File: src/core/pmic_regs_defs.svh
// Offsets, field positions, reset values and key codes of the status and configuration bank.
`ifndef PMIC_REGS_DEFS_SVH
`define PMIC_REGS_DEFS_SVH

// ==========================================================
// Register offsets
`define OFS_MEAS_SELECT  8'h2E
`define OFS_LOAD_HIGH    8'h2F
`define OFS_LOAD_LOW     8'h30
`define OFS_FREQ_CHOICE  8'h31
`define OFS_ILIM         8'h32
`define OFS_OTP_STATUS   8'h33
`define OFS_UNLOCK_KEY   8'h34
`define OFS_PIN_CTRL     8'h35

// ==========================================================
// Field positions and values
`define POS_PERMIT       0
`define POS_LOAD_MSB     8
`define POS_BIT_MSB      7
`define POS_BIT_NEXT     6
`define REG_RESET        8'h00
`define READ_ZERO        8'h00
`define LOCK_RESET       1'b1
`define LOAD_LSB_MA      20
`define LOAD_FULL_MA     10000

// ==========================================================
// Unlock key sequence
`define KEY_FIRST        8'h87
`define KEY_SECOND       8'h65
`define KEY_THIRD        8'h1B

// ==========================================================
// Serial byte counting
`define BIT_CNT_ZERO     4'h0
`define BIT_CNT_ONE      4'h1
`define BIT_CNT_LAST     4'h7
`define BIT_CNT_FULL     4'h8

`endif

File: src/core/pmic_regs_pkg.sv
// Types shared by the status and configuration register bank.
package pmic_regs_pkg;

	typedef enum logic [2:0] {
		I2C_IDLE    = 3'h0,
		I2C_RX      = 3'h1,
		I2C_ACK_OUT = 3'h2,
		I2C_TX      = 3'h3,
		I2C_ACK_IN  = 3'h4
	} i2c_state_e;

	typedef enum logic [1:0] {
		BYTE_ADDR = 2'h0,
		BYTE_REG  = 2'h1,
		BYTE_DATA = 2'h2
	} byte_kind_e;

	typedef enum logic [1:0] {
		KEY_IDLE = 2'h0,
		KEY_GOT1 = 2'h1,
		KEY_GOT2 = 2'h2
	} key_state_e;

	typedef struct packed {
		logic       valid;
		logic [7:0] addr;
		logic [7:0] data;
	} reg_write_s;

	typedef struct packed {
		logic [1:0] step_down_frequency_choice;
		logic       step_up_frequency_choice;
		logic [1:0] step_up_current_limit;
		logic       pin_disable_permit;
	} otp_defaults_s;

endpackage : pmic_regs_pkg

File: src/core/pmic_status_config_regs.sv
// I2C target and status/configuration register bank from offset 0x2E to 0x35.
// What this block does
// - Load-current register high returns count bit 8 in bit 0; 20 mA per count.
// - Load-current register low returns count bits 7 to 0, same scale.
// - Frequency bit 2 reads step-up frequency, 0 is 2 MHz, 1 is 4 MHz, OTP-loaded.
// - Frequency bits 1:0 set step-down frequency: 0 2 MHz, 1 3 MHz, else 4 MHz.
// - Two-bit step-up current limit: 1.0, 1.4, 1.9, 2.8 A, default from OTP.
// - Status bit 1 reads one after an uncorrected double OTP error.
// - Status bit 0 reads one after a corrected single OTP error.
// - Key writes 0x87, 0x65, 0x1B in a row clear the lock status.
// - The key sequence opens the lock only while watchdog lock is zero.
// - Any other key write, or watchdog lock written one, sets the lock again.
// - Reading the key register always returns zero.
// - Permit bit: one lets the disable pin stop the watchdog; OTP default.
// - Writing one to permit works only while both locks read zero.
// - Writing the select field picks the converter and starts a measurement.
`timescale 1ns/1ns
`include "pmic_regs_defs.svh"
module pmic_status_config_regs
	import pmic_regs_pkg::*;
#(
	parameter logic [6:0] DEV_ADDR = 7'h60 // Target address; arbitrary value.
) (
	input  wire logic          i_ref_clk,                 // 20 MHz system clock.
	input  wire logic          i_rst_n,                   // Synchronous reset, active low.
	input  wire logic          i_ce,                      // Clock enable; low freezes state.
	input  wire logic          i_scl,                     // Serial clock pin.
	input  wire logic          i_sda,                     // Serial data pin level.
	output logic               o_sda_o,                   // Serial data drive value.
	output logic               o_sda_oe,                  // Serial data pulled low when high.
	input  wire logic [8:0]    i_load_current,            // Averaged load-current count.
	input  wire logic          i_load_valid,              // Count is new this cycle.
	input  wire logic          i_otp_load,                // Load defaults from OTP.
	input  wire otp_defaults_s i_otp_defaults,            // OTP default values.
	input  wire logic          i_otp_single_err,          // Corrected single OTP error.
	input  wire logic          i_otp_double_err,          // Uncorrected double OTP error.
	input  wire logic          i_watchdog_config_lock,    // Watchdog configuration lock.
	input  wire logic          i_watchdog_lock_write_one, // Watchdog lock written to one.
	output logic               o_meas_start,              // Start a measurement, pulse.
	output logic               o_meas_sel,                // Zero first converter, one second.
	output logic [1:0]         o_step_down_frequency_choice, // Step-down frequency code.
	output logic               o_step_up_frequency_choice, // Step-up frequency code.
	output logic [1:0]         o_step_up_current_limit,   // Step-up current limit code.
	output logic               o_pin_disable_permit,      // Disable pin may stop watchdog.
	output logic               o_pin_disable_lock_status  // Permit bit locked.
);
	// ==========================================================
	// Pin synchronisation and bus conditions
	logic [1:0] pins_f;
	logic       scl_f, sda_f;
	logic       scl_p_q, sda_p_q;
	logic       rise, fall, start, stop;

	pin_sync #(
		.W         (2),
		.RESET_VAL (2'h3)
	) u_sync (
		.i_ref_clk (i_ref_clk),
		.i_rst_n   (i_rst_n),
		.i_ce      (i_ce),
		.i_pin     ({i_scl, i_sda}),
		.o_level   (pins_f)
	);

	assign scl_f = pins_f[1];
	assign sda_f = pins_f[0];
	assign rise  = scl_f && !scl_p_q;
	assign fall  = !scl_f && scl_p_q;
	assign start = scl_f && scl_p_q && sda_p_q && !sda_f;
	assign stop  = scl_f && scl_p_q && !sda_p_q && sda_f;

	// ==========================================================
	// Register state
	logic [1:0] sel_q, sel_d;
	logic [8:0] load_q, load_d;
	logic [1:0] down_q, down_d;
	logic       up_q, up_d;
	logic [1:0] ilim_q, ilim_d;
	logic       single_q, single_d;
	logic       double_q, double_d;
	logic       permit_q, permit_d;
	logic       meas_q, meas_d;
	logic       lock;
	reg_write_s wr_q, wr_d;
	logic       key_wr, other_wr;

	// ==========================================================
	// Serial target state
	i2c_state_e st_q, st_d;
	byte_kind_e kind_q, kind_d;
	logic [3:0] cnt_q, cnt_d;
	logic [7:0] sh_q, sh_d;
	logic [7:0] ptr_q, ptr_d;
	logic       rw_q, rw_d;
	logic       ack_q, ack_d;
	logic       drive_q, drive_d;
	logic [7:0] rd_byte;

	// Returns the byte seen by a read at the given offset; unmapped offsets read zero.
	function automatic logic [7:0] read_reg(input logic [7:0] a);
		logic [7:0] r;
		r = `READ_ZERO;
		unique case (a)
			`OFS_MEAS_SELECT: r = {6'h00, sel_q};
			`OFS_LOAD_HIGH:   r = {7'h00, load_q[`POS_LOAD_MSB]};
			`OFS_LOAD_LOW:    r = load_q[7:0];
			`OFS_FREQ_CHOICE: r = {5'h00, up_q, down_q};
			`OFS_ILIM:        r = {6'h00, ilim_q};
			`OFS_OTP_STATUS:  r = {6'h00, double_q, single_q};
			`OFS_UNLOCK_KEY:  r = `READ_ZERO;
			`OFS_PIN_CTRL:    r = {6'h00, lock, permit_q};
			default:          r = `READ_ZERO;
		endcase
		return r;
	endfunction : read_reg

	assign rd_byte = read_reg(ptr_q);

	// ==========================================================
	// Serial target next state
	always_comb begin
		st_d    = st_q;
		kind_d  = kind_q;
		cnt_d   = cnt_q;
		sh_d    = sh_q;
		ptr_d   = ptr_q;
		rw_d    = rw_q;
		ack_d   = ack_q;
		drive_d = drive_q;
		wr_d    = '0;
		if (start) begin
			st_d    = I2C_RX;
			kind_d  = BYTE_ADDR;
			cnt_d   = `BIT_CNT_ZERO;
			drive_d = 1'b0;
		end else if (stop) begin
			st_d    = I2C_IDLE;
			drive_d = 1'b0;
		end else begin
			unique case (st_q)
				I2C_IDLE: st_d = I2C_IDLE;
				I2C_RX: begin
					if (rise && cnt_q != `BIT_CNT_FULL) begin
						sh_d  = {sh_q[6:0], sda_f};
						cnt_d = cnt_q + `BIT_CNT_ONE;
					end else if (fall && cnt_q == `BIT_CNT_FULL) begin
						drive_d = 1'b1;
						st_d    = I2C_ACK_OUT;
						unique case (kind_q)
							BYTE_ADDR: begin
								rw_d = sh_q[0];
								if (sh_q[7:1] != DEV_ADDR) begin
									drive_d = 1'b0;
									st_d    = I2C_IDLE;
								end
							end
							BYTE_REG: ptr_d = sh_q;
							default: begin
								wr_d.valid = 1'b1;
								wr_d.addr  = ptr_q;
								wr_d.data  = sh_q;
								ptr_d      = ptr_q + 8'h01;
							end
						endcase
					end
				end
				I2C_ACK_OUT: begin
					if (fall) begin
						cnt_d = `BIT_CNT_ZERO;
						if (kind_q == BYTE_ADDR && rw_q) begin
							sh_d    = rd_byte;
							ptr_d   = ptr_q + 8'h01;
							drive_d = !rd_byte[`POS_BIT_MSB];
							st_d    = I2C_TX;
						end else begin
							drive_d = 1'b0;
							kind_d  = (kind_q == BYTE_ADDR) ? BYTE_REG : BYTE_DATA;
							st_d    = I2C_RX;
						end
					end
				end
				I2C_TX: begin
					if (fall) begin
						if (cnt_q == `BIT_CNT_LAST) begin
							drive_d = 1'b0;
							st_d    = I2C_ACK_IN;
						end else begin
							sh_d    = {sh_q[6:0], 1'b0};
							cnt_d   = cnt_q + `BIT_CNT_ONE;
							drive_d = !sh_q[`POS_BIT_NEXT];
						end
					end
				end
				I2C_ACK_IN: begin
					if (rise) begin
						ack_d = !sda_f;
					end else if (fall) begin
						if (ack_q) begin
							sh_d    = rd_byte;
							ptr_d   = ptr_q + 8'h01;
							drive_d = !rd_byte[`POS_BIT_MSB];
							cnt_d   = `BIT_CNT_ZERO;
							st_d    = I2C_TX;
						end else begin
							st_d = I2C_IDLE;
						end
					end
				end
				default: st_d = I2C_IDLE;
			endcase
		end
	end

	always_ff @(posedge i_ref_clk) begin
		if (!i_rst_n) begin
			scl_p_q <= 1'b1;
			sda_p_q <= 1'b1;
			st_q    <= I2C_IDLE;
			kind_q  <= BYTE_ADDR;
			cnt_q   <= `BIT_CNT_ZERO;
			sh_q    <= `REG_RESET;
			ptr_q   <= `REG_RESET;
			rw_q    <= 1'b0;
			ack_q   <= 1'b0;
			drive_q <= 1'b0;
			wr_q    <= '0;
		end else if (i_ce) begin
			scl_p_q <= scl_f;
			sda_p_q <= sda_f;
			st_q    <= st_d;
			kind_q  <= kind_d;
			cnt_q   <= cnt_d;
			sh_q    <= sh_d;
			ptr_q   <= ptr_d;
			rw_q    <= rw_d;
			ack_q   <= ack_d;
			drive_q <= drive_d;
			wr_q    <= wr_d;
		end
	end

	assign o_sda_o  = 1'b0;
	assign o_sda_oe = drive_q;

	// ==========================================================
	// Register bank next state
	assign key_wr   = wr_q.valid && wr_q.addr == `OFS_UNLOCK_KEY;
	assign other_wr = wr_q.valid && wr_q.addr != `OFS_UNLOCK_KEY;

	always_comb begin
		sel_d    = sel_q;
		down_d   = down_q;
		up_d     = up_q;
		ilim_d   = ilim_q;
		permit_d = permit_q;
		meas_d   = 1'b0;
		load_d   = i_load_valid ? i_load_current : load_q;
		single_d = i_otp_single_err;
		double_d = i_otp_double_err;
		if (i_otp_load) begin
			down_d   = i_otp_defaults.step_down_frequency_choice;
			up_d     = i_otp_defaults.step_up_frequency_choice;
			ilim_d   = i_otp_defaults.step_up_current_limit;
			permit_d = i_otp_defaults.pin_disable_permit;
		end
		if (wr_q.valid) begin
			unique case (wr_q.addr)
				`OFS_MEAS_SELECT: begin
					sel_d  = wr_q.data[1:0];
					meas_d = 1'b1;
				end
				`OFS_FREQ_CHOICE: down_d = wr_q.data[1:0];
				`OFS_ILIM:        ilim_d = wr_q.data[1:0];
				`OFS_PIN_CTRL: begin
					if (!wr_q.data[`POS_PERMIT] || (!i_watchdog_config_lock && !lock)) begin
						permit_d = wr_q.data[`POS_PERMIT];
					end
				end
				default: sel_d = sel_q;
			endcase
		end
	end

	always_ff @(posedge i_ref_clk) begin
		if (!i_rst_n) begin
			sel_q    <= 2'h0;
			load_q   <= 9'h000;
			down_q   <= 2'h0;
			up_q     <= 1'b0;
			ilim_q   <= 2'h0;
			single_q <= 1'b0;
			double_q <= 1'b0;
			permit_q <= 1'b0;
			meas_q   <= 1'b0;
		end else if (i_ce) begin
			sel_q    <= sel_d;
			load_q   <= load_d;
			down_q   <= down_d;
			up_q     <= up_d;
			ilim_q   <= ilim_d;
			single_q <= single_d;
			double_q <= double_d;
			permit_q <= permit_d;
			meas_q   <= meas_d;
		end
	end

	unlock_key_seq u_unlock (
		.i_ref_clk                 (i_ref_clk),
		.i_rst_n                   (i_rst_n),
		.i_ce                      (i_ce),
		.i_key_write               (key_wr),
		.i_key_data                (wr_q.data),
		.i_other_write             (other_wr),
		.i_watchdog_config_lock    (i_watchdog_config_lock),
		.i_watchdog_lock_write_one (i_watchdog_lock_write_one),
		.o_pin_disable_lock_status (lock)
	);

	// The converter index is the low select bit, so codes 0 and 2 share one converter.
	assign o_meas_start                 = meas_q;
	assign o_meas_sel                   = sel_q[0];
	assign o_step_down_frequency_choice = down_q;
	assign o_step_up_frequency_choice   = up_q;
	assign o_step_up_current_limit      = ilim_q;
	assign o_pin_disable_permit         = permit_q;
	assign o_pin_disable_lock_status    = lock;
endmodule : pmic_status_config_regs

File: src/core/pin_sync.sv
// Three-stage pin synchroniser whose output changes once stages two and three agree.
`timescale 1ns/1ns
module pin_sync #(
	parameter int          W         = 2,
	parameter logic [W-1:0] RESET_VAL = '1
) (
	input  wire logic         i_ref_clk, // System clock.
	input  wire logic         i_rst_n,   // Synchronous reset, active low.
	input  wire logic         i_ce,      // Clock enable.
	input  wire logic [W-1:0] i_pin,     // Asynchronous pin levels.
	output logic      [W-1:0] o_level    // Filtered levels.
);
	logic [W-1:0] s1_q, s2_q, s3_q, lvl_q;
	logic [W-1:0] lvl_d;

	always_comb begin
		for (int i = 0; i < W; i++) begin
			lvl_d[i] = (s2_q[i] == s3_q[i]) ? s3_q[i] : lvl_q[i];
		end
	end

	always_ff @(posedge i_ref_clk) begin
		if (!i_rst_n) begin
			s1_q  <= RESET_VAL;
			s2_q  <= RESET_VAL;
			s3_q  <= RESET_VAL;
			lvl_q <= RESET_VAL;
		end else if (i_ce) begin
			s1_q  <= i_pin;
			s2_q  <= s1_q;
			s3_q  <= s2_q;
			lvl_q <= lvl_d;
		end
	end

	assign o_level = lvl_q;
endmodule : pin_sync

File: src/core/unlock_key_seq.sv
// Key sequence checker that opens and closes the watchdog pin-disable lock.
`timescale 1ns/1ns
`include "pmic_regs_defs.svh"
module unlock_key_seq
	import pmic_regs_pkg::*;
(
	input  wire logic       i_ref_clk,                 // System clock.
	input  wire logic       i_rst_n,                   // Synchronous reset, active low.
	input  wire logic       i_ce,                      // Clock enable.
	input  wire logic       i_key_write,               // Write to the key register.
	input  wire logic [7:0] i_key_data,                // Value written to the key register.
	input  wire logic       i_other_write,             // Write to any other register.
	input  wire logic       i_watchdog_config_lock,    // Watchdog configuration lock level.
	input  wire logic       i_watchdog_lock_write_one, // Lock bit written to one.
	output logic            o_pin_disable_lock_status  // Lock status, from a register.
);
	key_state_e st_q, st_d;
	logic       lock_q, lock_d;

	// ==========================================================
	// Sequence tracking
	always_comb begin
		st_d   = st_q;
		lock_d = lock_q;
		if (i_key_write) begin
			lock_d = 1'b1;
			unique case (st_q)
				KEY_IDLE: st_d = (i_key_data == `KEY_FIRST) ? KEY_GOT1 : KEY_IDLE;
				KEY_GOT1: begin
					if (i_key_data == `KEY_SECOND) begin
						st_d = KEY_GOT2;
					end else begin
						st_d = (i_key_data == `KEY_FIRST) ? KEY_GOT1 : KEY_IDLE;
					end
				end
				KEY_GOT2: begin
					st_d = (i_key_data == `KEY_FIRST) ? KEY_GOT1 : KEY_IDLE;
					if (i_key_data == `KEY_THIRD && !i_watchdog_config_lock) begin
						lock_d = 1'b0;
					end
				end
				default: st_d = KEY_IDLE;
			endcase
		end else if (i_other_write) begin
			st_d = KEY_IDLE;
		end
		// Relocking wins over a sequence that completes in the same cycle.
		if (i_watchdog_lock_write_one) begin
			lock_d = 1'b1;
			st_d   = KEY_IDLE;
		end
	end

	always_ff @(posedge i_ref_clk) begin
		if (!i_rst_n) begin
			st_q   <= KEY_IDLE;
			lock_q <= `LOCK_RESET;
		end else if (i_ce) begin
			st_q   <= st_d;
			lock_q <= lock_d;
		end
	end

	assign o_pin_disable_lock_status = lock_q;
endmodule : unlock_key_seq

File: config.mk
export PLATFORM = sky130hd
export DESIGN_NAME = pmic_status_config_regs
export DESIGN_NICKNAME = d
export VERILOG_FILES = /design/src/core/pmic_regs_pkg.sv /design/src/core/pmic_status_config_regs.sv /design/src/core/pin_sync.sv /design/src/core/unlock_key_seq.sv
export VERILOG_INCLUDE_DIRS = /design/src /design/src/core
export SDC_FILE = /design/constraint.sdc
export NUM_CORES = 1
export LEC_CHECK = 0
export ABC_CLOCK_PERIOD_IN_PS = 3600
export BUFFER_PORTS_ARGS = -buffer_cell sky130_fd_sc_hd__buf_4
export CORE_ASPECT_RATIO = 0.5
export CORE_MARGIN = 10
export CORE_UTILIZATION = 40
export CTS_CLUSTER_DIAMETER = 150
export DETAILED_ROUTE_END_ITERATION = 7
export PLACE_DENSITY = 0.64
export SYNTH_ARGS = -nofsm -noshare
export SYNTH_HDL_FRONTEND = slang
export SYNTH_HIERARCHICAL = 1
export SYNTH_SLANG_ARGS = --single-unit
export TNS_END_PERCENT = 20
File: constraint.sdc
create_clock -name i_ref_clk -period 3.6 [get_ports i_ref_clk]
set_input_delay 0.36 -clock i_ref_clk [delete_from_list [all_inputs] [get_ports i_ref_clk]]
set_output_delay 0.36 -clock i_ref_clk [all_outputs]
set_load 0.01 [all_outputs]
# Yosys cells after proc, flatten, opt, wreduce, memory -nomap -nowiden
# Index checks and enable logic that the tools add are counted.
dict set report word_totals {
  reg_bits 78
  inputBits 26
  out_inout_bits 11
  word_cells 233
}
dict set report classes {
  addsub 2
  eq_ne 57
  mux 91
  n_bitwise 3
  reduce_logical 51
}
# operator n
set ops {}
lappend ops {{2-to-1 mux 8 bit} 15}
lappend ops {{2-to-1 mux 17 bit} 6}
lappend ops {{== test 8 x 6 -> 1 bit (second input constant)} 12}
lappend ops {{case mux 8 bit (7 select lines)} 1}
lappend ops {{2-to-1 mux 2 bit} 20}
lappend ops {{2-to-1 mux 4 bit} 9}
lappend ops {{!= test 4 bit (second input constant)} 9}
lappend ops {{case mux 8 bit (4 select lines)} 1}
lappend ops {{2-to-1 mux 3 bit} 9}
lappend ops {{!= test 2 bit (second input constant)} 13}
lappend ops {{2-to-1 mux 1 bit} 24}
lappend ops {{case mux 8 bit (3 select lines)} 1}
lappend ops {{AND reduction 12 bit} 2}
lappend ops {{!= test 3 bit (second input constant)} 7}
lappend ops {{case mux 4 bit (4 select lines)} 1}
lappend ops {{case mux 8 bit (2 select lines)} 1}
lappend ops {{logical AND 1 bit} 14}
lappend ops {{case mux 3 bit (4 select lines)} 1}
lappend ops {{AND reduction 2 bit} 6}
lappend ops {{AND reduction 10 bit} 1}
lappend ops {{AND reduction 5 bit} 2}
lappend ops {{zero test 1 bit} 9}
lappend ops {{AND reduction 9 bit} 1}
lappend ops {{adder 8 x 1 -> 8 bit (second input constant)} 1}
lappend ops {{other kinds (28)} 38}

# Logic depth before layout (Yosys ltp)
# Gate-level depths: netlist of the first run.
dict set report depth {
  ltp_word 9
  mapped_depth 9
  ltp_nobuf 7
}

# Cells and area by module
# Netlist of the first run, hierarchy kept.
# module n_inst cells_per_inst area_per_inst_um2 seq_area_each_um2
set by_module_without_submodules {}
lappend by_module_without_submodules {pmic_status_config_regs 1 431 3736.1 1341.3}
lappend by_module_without_submodules {pin_sync 1 29 319.1 160.2}
lappend by_module_without_submodules {unlock_key_seq 1 25 198.9 60.1}

# Worst setup path after synthesis of the first run
# OpenSTA, ideal clock, no wires.
dict set report synth_timing {
  kind {flip-flop to flip-flop}
  startpoint {register wr_q[15] in the netlist's numbering}
  endpoint {register u_unlock.st_q[0]}
  setup_time_ns 0.117
  arrival_time_ns 1.982
  required_ns 3.483
  path_slack_ns 1.501
  path_stages_with_launch 6
  n_path_buf 0
  period_less_slack_ns 2.099
  cell_sequence {dfxtp_1 > or3b_1 > or3_1 > nor4b_1 > o31ai_1 > a32o_1}
}
dict set report synth_between {
  elab_chain_len 4
  word_cells_on_any_way 8
  classes_between {eq/ne (2); mux (2); reduce/logical (4)}
}
# item line
set synth_rtl {}
lappend synth_rtl {{start: declaration} pmic_status_config_regs.sv:84} ;# reg_write_s wr_q, wr_d;
lappend synth_rtl {{start signal: assignment} pmic_status_config_regs.sv:238} ;# wr_q <= wr_d;
lappend synth_rtl {{== test 8 x 6 -> 1 bit (no line) (*)} -}
lappend synth_rtl {{logical AND 1 bit (no line) (*)} -}
lappend synth_rtl {{net key_wr} pmic_status_config_regs.sv:85} ;# logic key_wr, other_wr;
lappend synth_rtl {{nonzero test 3 bit (no line) / 2-to-1 mux 2 bit (equally long branches)} -}
lappend synth_rtl {{AND reduction 2 bit (no line) / 2-to-1 mux 2 bit (equally long branches)} -}
lappend synth_rtl {{end signal: assignment} unlock_key_seq.sv:59} ;# st_q <= st_d;
lappend synth_rtl {{end: declaration} unlock_key_seq.sv:17} ;# key_state_e st_q, st_d;
# The timed path passes the listed nets; every way through them passes the cells marked *.
# A chain may end at the register's enable or synchronous reset.

==> results of run 1 <==
==> sequential cells by signal, summed over array words and instances, names as in the netlist, 2 cells and up <==
name and flops:
u_sync/o_level 2, kind_q 2, o_step_down_frequency_choice 2, u_sync/s1_q 2
wr_q 17, u_unlock/st_q 2, st_q 3, u_sync/s2_q 2
sel_q 2, load_q 9, o_step_up_current_limit 2, sh_q 8
ptr_q 8, cnt_q 4, u_sync/s3_q 2
==> final timing paths <==
| check | endpoint | slack, ns | cells after the start |
|---|---|---|---|
| max reg2reg | wr_q[4]$_SDFFE_PN0P_ | 1.19 | 5 |
| min | u_sync/s1_q[1]$_SDFFE_PN1P_ | 0.24 | 3 |
| min reg2reg | load_q[2]$_SDFFE_PN0P_ | 0.46 | 2 |
| max | wr_q[4]$_SDFFE_PN0P_ | 1.19 | 5 |
==> power groups by stage <==
| stage | registers (mW) | logic (mW) | clock network [mW] |
|---|---|---|---|
| after floorplan | 0.904 | 0.0607 | 0 |
| after global placement | 0.906 | 0.104 | 0 |
| after detailed placement | 0.906 | 0.105 | 0 |
| after CTS | 0.887 | 0.105 | 0.901 |
| after global routing | 0.889 | 0.116 | 0.940 |
| final | 0.887 | 0.104 | 0.881 |
==> metal layers <==
layer | vias up | global-route usage [%]
met5 | - | 0
met4 | 0 | 4.55
met3 | 12 | 3.63
met2 | 107 | 22.4
met1 | 1807 | 18.1
li1 | 1836 | -
==> metrics by stage <==
| stage | instance area, µm² | total power [mW] |
|---|---|---|
| after floorplan | 4250 | 0.965 |
| after global placement | 4530 | 1.01 |
| after detailed placement | 4530 | 1.01 |
| after CTS | 4810 | 1.89 |
| after global routing | 4810 | 1.94 |
| final | 4810 | 1.87 |
==> area by class of cell <==
class,count,area share (%)
Inverter,11,0.858
Tap cell,140,3.64
Multi-Input combinational cell,367,51.2
Clock buffer,12,4.92
Sequential cell,78,32.5
Clock inverter,4,0.989
Timing Repair Buffer,38,5.93
==> logic make-up after synthesis <==
logic type	after synthesis	share of synthesized area (%)
AND/OR/NAND/NOR	195	25.2
AO/OA/AOI/OAI	139	24.7
flip-flops	78	36.7
buffers and inverters	40	5.41
multiplexers	25	5.91
adder cells (fa/ha/maj)	6	1.76
other	1	0.0882
XOR/XNOR	1	0.206
==> worst register-to-register path: cells and delay by family, from the launching register on <==
family / cells / cell delay (ns)
AND/OR/NAND/NOR: 4 / 1.61
flip-flops: 1 / 0.56
AO/OA/AOI/OAI: 1 / 0.17
==> cells in the final DEF (no fill, tap or decap), types with 5 or more instances in the layout <==
| cell type | instances |
|---|---|
| nand3_1 | 19 |
| o21ai_0 | 10 |
| nor2b_1 | 6 |
| ha_1 | 6 |
| clkbuf_16 | 9 |
| mux2i_1 | 24 |
| a21oi_1 | 27 |
| nor2_2 | 9 |
| a22oi_1 | 16 |
| nand2_1 | 45 |
| o21ai_1 | 5 |
| buf_4 | 38 |
| a211oi_1 | 13 |
| nor2_1 | 46 |
| nand4_1 | 8 |
| o21a_1 | 6 |
| a22oi_2 | 9 |
| inv_1 | 10 |
| o31ai_1 | 6 |
| dfxtp_1 | 78 |
| nand2b_1 | 13 |
==> results.md, run 1 <==
* Startpoint types: flip-flop
* Post-DRT Antenna Nets at 0
* Max VDD drop at 201 µV
* Initial antenna violation count at 0
* Switch share at roughly 22%
* RSZ-0062 raised after global routing: no
* Logic gate share of total power at 5.5%
* Metal1 wirelength at 5290 µm
* Hold Crit Class: in -> reg
* Async S/R FF share, synth at 0%
* Drt pass-1 iters at 5
* CP top delay family: simple AND/OR/NAND/NOR gates
* Final Slew Violations at 0
* FF+latch area at 0.00156 mm²
* Synth warn at 6
* Total Wirelength at roughly 11000 µm
* Number of flops mapped to enable cells by yosys at 0
* Dominant cell by count in the synthesized netlist: dfxtp_1
* Worst-path maximum fanout at 17
* Post-Syn Nets at 517
* Initial Utilization at about two fifths
* FF-to-FF Start: st_q[0]$_SDFFE_PN0P_
* Final Hold Viols at 0
* IO Pins at 37
* Fin util at a little under half
* Clock root cell: clkbuf_16
* Pre-CTS setup slack at ~1.2 ns
* CP Capture Type: flip-flop
* Residual DRC count at 0
* Power Dens Cells at between 300 and 400 mW/mm²
* H-Tree Depth at 3
* Largest cells by area after synthesis: dfxtp_1 (37%), mux2i_1 (5.6%), nor2_1 (4.1%)
* Syn_area_per_cell at just under 9 µm²
* Vias at about 3800
* Wire per inst at 16.7 µm
* Antenna cells at 0
* DP HPWL at 7610 µm
* Worst setup margin at 1.19 ns
* Synth area leader: dfxtp_1
* Flop pwr share at 47.4%
* Sequential share of the synthesized area at a little under two fifths
* Achievable Freq at approximately 420 MHz
* Worst-path cell chain: or3b_4 > nor4_1 > and2_1 > a22oi_1 > nor2_1
* Global-route wire length before repair at 18200 µm
* Core Box Area at ~0.010 mm²
* Via density at 5.79
* Setup Buffers After CTS at 0
* Final setup fails at 0
* Multi-input logic area at 0.00246 mm²
* WP data required at 3.86 ns
* Clock skew at 0.00609 ns
* GRT overflow at 0
* Hold Crit Start: i_scl
* Clock power frac at 47.1%
* Number of max-cap violations at 0
* Cell with the largest stage delay on the worst path: and2_1
* Worst Hold Slack at 0.239 ns
* Post-Synthesis Cells at 485
* Outcome: complete, no violations
* Synthesized area at about 0.0043 mm²
* Layout Nets at 537
* CTS clk-pin slew, worst paths at 0.06 ns
* Placed insts at between 600 and 700
* Sw Pwr at 415 µW
* Number of global-route vias before repair at 3599
* Relative slew slack at 29.6%
* Number of port buffers at 35
* Met2 WL at 4870 µm
* Filler instances at 1042
* Clock sinks at 78
* Placement row count at 26
* Met3 Routed Length at 568 µm
* Commonest cells post-synth: dfxtp_1 (78), nor2_1 (46), nand2_1 (45), a21oi_1 (27), mux2i_1 (24)
* Cell variety after synth at 77
* CP arrival at roughly 2.7 ns
* Synth Flop Type: dfxtp_1
* CTS Buffer Depth at 2
* Post-synthesis register bit count at 78
* CP max stage delay at 0.74 ns
* Pin count of the biggest net entering global routing at 55
* Crit path buffers/inverters at 0
* Die X-Extent at 166 µm
* WS Path Type: reg -> reg
* Initial drt markers at 337
* Final period util at 66.9%
* Hold bufs inserted after CTS at 0
* GR Util All Layers at 14.0%
* Slew @ Worst Pin at roughly 1.1 ns
* CTS Buf Count at 9
* Setup TNS at 0 ns
* Area growth, synth to finish at 13.1%
* Post-synth top area share at 36.7%
* Worst-skew pair later-pin latency at 0.33 ns
* Crit path from: st_q[0]$_SDFFE_PN0P_
* Die area at between 0.015 and 0.02 mm²
* Int Pwr at 1.46 mW
* TritonCTS clock tree: yes
* Placer Congestion at slightly below 1
* Share of cells above drive strength 1 at 18.6%
* Clock period minus worst slack at around 2.4 ns
* Die height at 92.9 µm
* Number of cells upsized or downsized after cts at 0
* Leakage dissipation at 1.67 nW
* Highest metal used: met4
* Fin cells at 650
No activity file was read; power rests on OpenSTA's default activity.
==> inputs of run 2 (changes only) <==
Settings changed: ABC_CLOCK_PERIOD_IN_PS 3600 to 2300.
Clock period 3.6 ns to 2.3 ns, I/O delays scaled along.
==> run 2 against run 1 <==
Against the previous run:
- hold slack worse by 0.14 ns
- die area unchanged
- register-to-register slack worse by 1.0 ns
- sequential share of layout area down 0.81 points
- clock power up 67%
- global-route usage up 0.22 points
- first-iteration DRC count up 3.6%
- clock skew up 0.0019 ns
- wire length up 2.2%
- combinational power up 66%
- critical path depth unchanged
- largest cell class unchanged
- highest routed layer unchanged
==> results.md, run 2 (synthesized netlist as in run 1, its figures left out) <==
* Post-DRT Antenna Nets at 0
* Setup TNS at 0 ns
* Initial Utilization at 41.4%
* Top reg by flops: wr_q
* Leakage dissipation at about 1.7 nW
* Clock period minus worst slack at 2.12 ns
* FF-to-FF Start: st_q[0]$_SDFFE_PN0P_
* Number of global-route vias before repair at 3615
* Worst-path maximum fanout at 16
* Clock root cell: clkbuf_16
* Most common cell after layout, fill and taps aside: dfxtp_1
* CTS Buffer Depth at 2
* CP arrival at between 2 and 2.5 ns
* Slew @ Worst Pin at 0.703 ns
* Worst-path cell chain: or3b_2 > nand2_1 > o2111ai_2 > a31oi_1 > o221a_2
* Number of port buffers at 35
* Clock power frac at 48.6%
* Pin count of the biggest net entering global routing at 30
* Biggest regs: wr_q (17), load_q (9)
* Initial drt markers at ~350
* CP Capture Type: flip-flop
* Die height at approximately 93 µm
* Total Wirelength at approximately 11000 µm
* Clock skew at 0.00802 ns
* Sw Pwr at between 700 and 800 µW
* Int Pwr at 2.30 mW
* Worst-skew pair later-pin latency at 0.35 ns
* Hold bufs inserted after CTS at 0
* Crit path buffers/inverters at 0
* Hold depth at 3
* Vias at around 3800
* Reg-to-reg slack, setup at 0.18 ns
* Flop pwr share at 45.8%
* Die X-Extent at between 150 and 200 µm
* Via density at between 5 and 6
* H-Tree Depth at 3
* Startpoint types: flip-flop
* Global-route wire length before repair at 18200 µm
* Residual DRC count at 0
* Most frequent cells in the layout: dfxtp_1 (78), nor2_1 (46), buf_4 (46)
* Setup Buffers After CTS at 0
* Number of cells upsized or downsized after cts at 0
* Final Hold Viols at 0
* Relative slew slack at 53.1%
* Filler instances at between 1000 and 1500
* Crit path to: ptr_q[0]$_SDFFE_PN0P_
* Antenna cells at 0
* Largest register FFs at 17
* Share of cells above drive strength 1 at around 21%
* Crit. path cell count at 5
* Cell with the largest stage delay on the worst path: or3b_2
* CP max stage delay at roughly 0.56 ns
* Fin util at 48.0%
* Final period util at just over 90%
* GRT overflow at 0
* Power Dens Cells at about 620 mW/mm²
* Final setup fails at 0
* DP HPWL at about 7900 µm
* CTS clk-pin slew, worst paths at 0.06 ns
* Crit path from: st_q[0]$_SDFFE_PN0P_
* Pre-CTS setup slack at 0.197 ns
* Placement row count at 26
* Wire per inst at 16.8 µm
* RSZ-0062 raised after global routing: no
* Depth of the worst register-to-register path at 5
* Drt pass-1 iters at 5
* Outcome: complete, no violations
* Switch share at approximately a quarter
* Core Box Area at 0.0103 mm²
* Layout Nets at 547
* Logic gate share of total power at 5.7%
* Worst setup margin at 0.184 ns
* Initial antenna violation count at 0
* PnR Total Power at 3.03 mW
* Clock sinks at 78
* Achievable Freq at 473 MHz
* GR Util All Layers at 14.2%
* Max VDD drop at 296 µV
* Area growth, synth to finish at 15.9%
* TritonCTS clock tree: yes
* Reg-to-Reg End: ptr_q[0]$_SDFFE_PN0P_
* IO Pins at 37
* WS Path Type: reg -> reg
* WP data required at 2.59 ns
* CTS Buf Count at 9
* Placer Congestion at approximately 0.92
* CP top delay family: compound AO/OA/AOI/OAI gates
* Final Slew Violations at 0
* Die area at between 0.015 and 0.02 mm²
* Hold Crit Class: in -> reg
* Number of max-cap violations at 0
==> run 2: changes by cell type in the layout (fill, tap and decap cells not counted) <==
cell,change
clkinvlp_4,+2
buf_4,+8
clkbuf_1,-3
inv_8,+1
buf_12,+2
clkinv_2,-2
inv_6,+2
==> run 2: power groups by stage <==
stage,logic (mW),clock network (mW),registers (mW)
global placement,0.171,0,1.42
detailed placement,0.174,0,1.42
finish,0.173,1.47,1.39
global route,0.190,1.57,1.39
floorplan,0.0950,0,1.42
CTS,0.174,1.50,1.39
==> run 2: how the worst min path moves through the flow <==
stage	start	endpoint	slack, ns
final	i_scl	u_sync/s1_q[1]$_SDFFE_PN1P_	0.1
after global routing	i_rst_n	u_sync/s3_q[0]$_SDFFE_PN1P_	0.11
after CTS	i_scl	u_sync/s1_q[1]$_SDFFE_PN1P_	0.1
after detailed placement	load_q[0]$_SDFFE_PN0P_	load_q[0]$_SDFFE_PN0P_	0.45
after global placement	i_scl	u_sync/s1_q[1]$_SDFFE_PN1P_	0.45
after floorplan	i_rst_n	u_sync/s1_q[0]$_SDFFE_PN1P_	0.29
==> run 2: final cells by class <==
type                    instances  area (µm²)  share of cell area (%)
clock buffers                   9         225                    4.57
clock inverters                 7        81.3                    1.65
inverters                      11        41.3                   0.837
multi-input cells             367        2460                    49.9
flip-flops and latches         78        1560                    31.7
well taps                     140         175                    3.55
repair buffers                 48         385                    7.81
==> run 2: worst min-delay path: stages <==
cell,delay (ns)
buf_4,0.07
mux2i_1,0.05
nand2_1,0.06
==> run 2: metrics by stage <==
stage / hold slack [ns] / cell area [µm²] / instances
final: 0.0980 / 4930 / 660
after global routing: 0.110 / 4930 / 660
after CTS: 0.0968 / 4930 / 660
after detailed placement: 0.450 / 4630 / 644
after global placement: 0.445 / 4630 / 644
after floorplan: 0.292 / 4250 / 485
==> run 2: routing by layer <==
metal	part of all wire, %	track usage (%)
met1	48	17.5
met2	45	23.0
met3	4.8	4.34
met4	2.3	5.35
met5	0	0
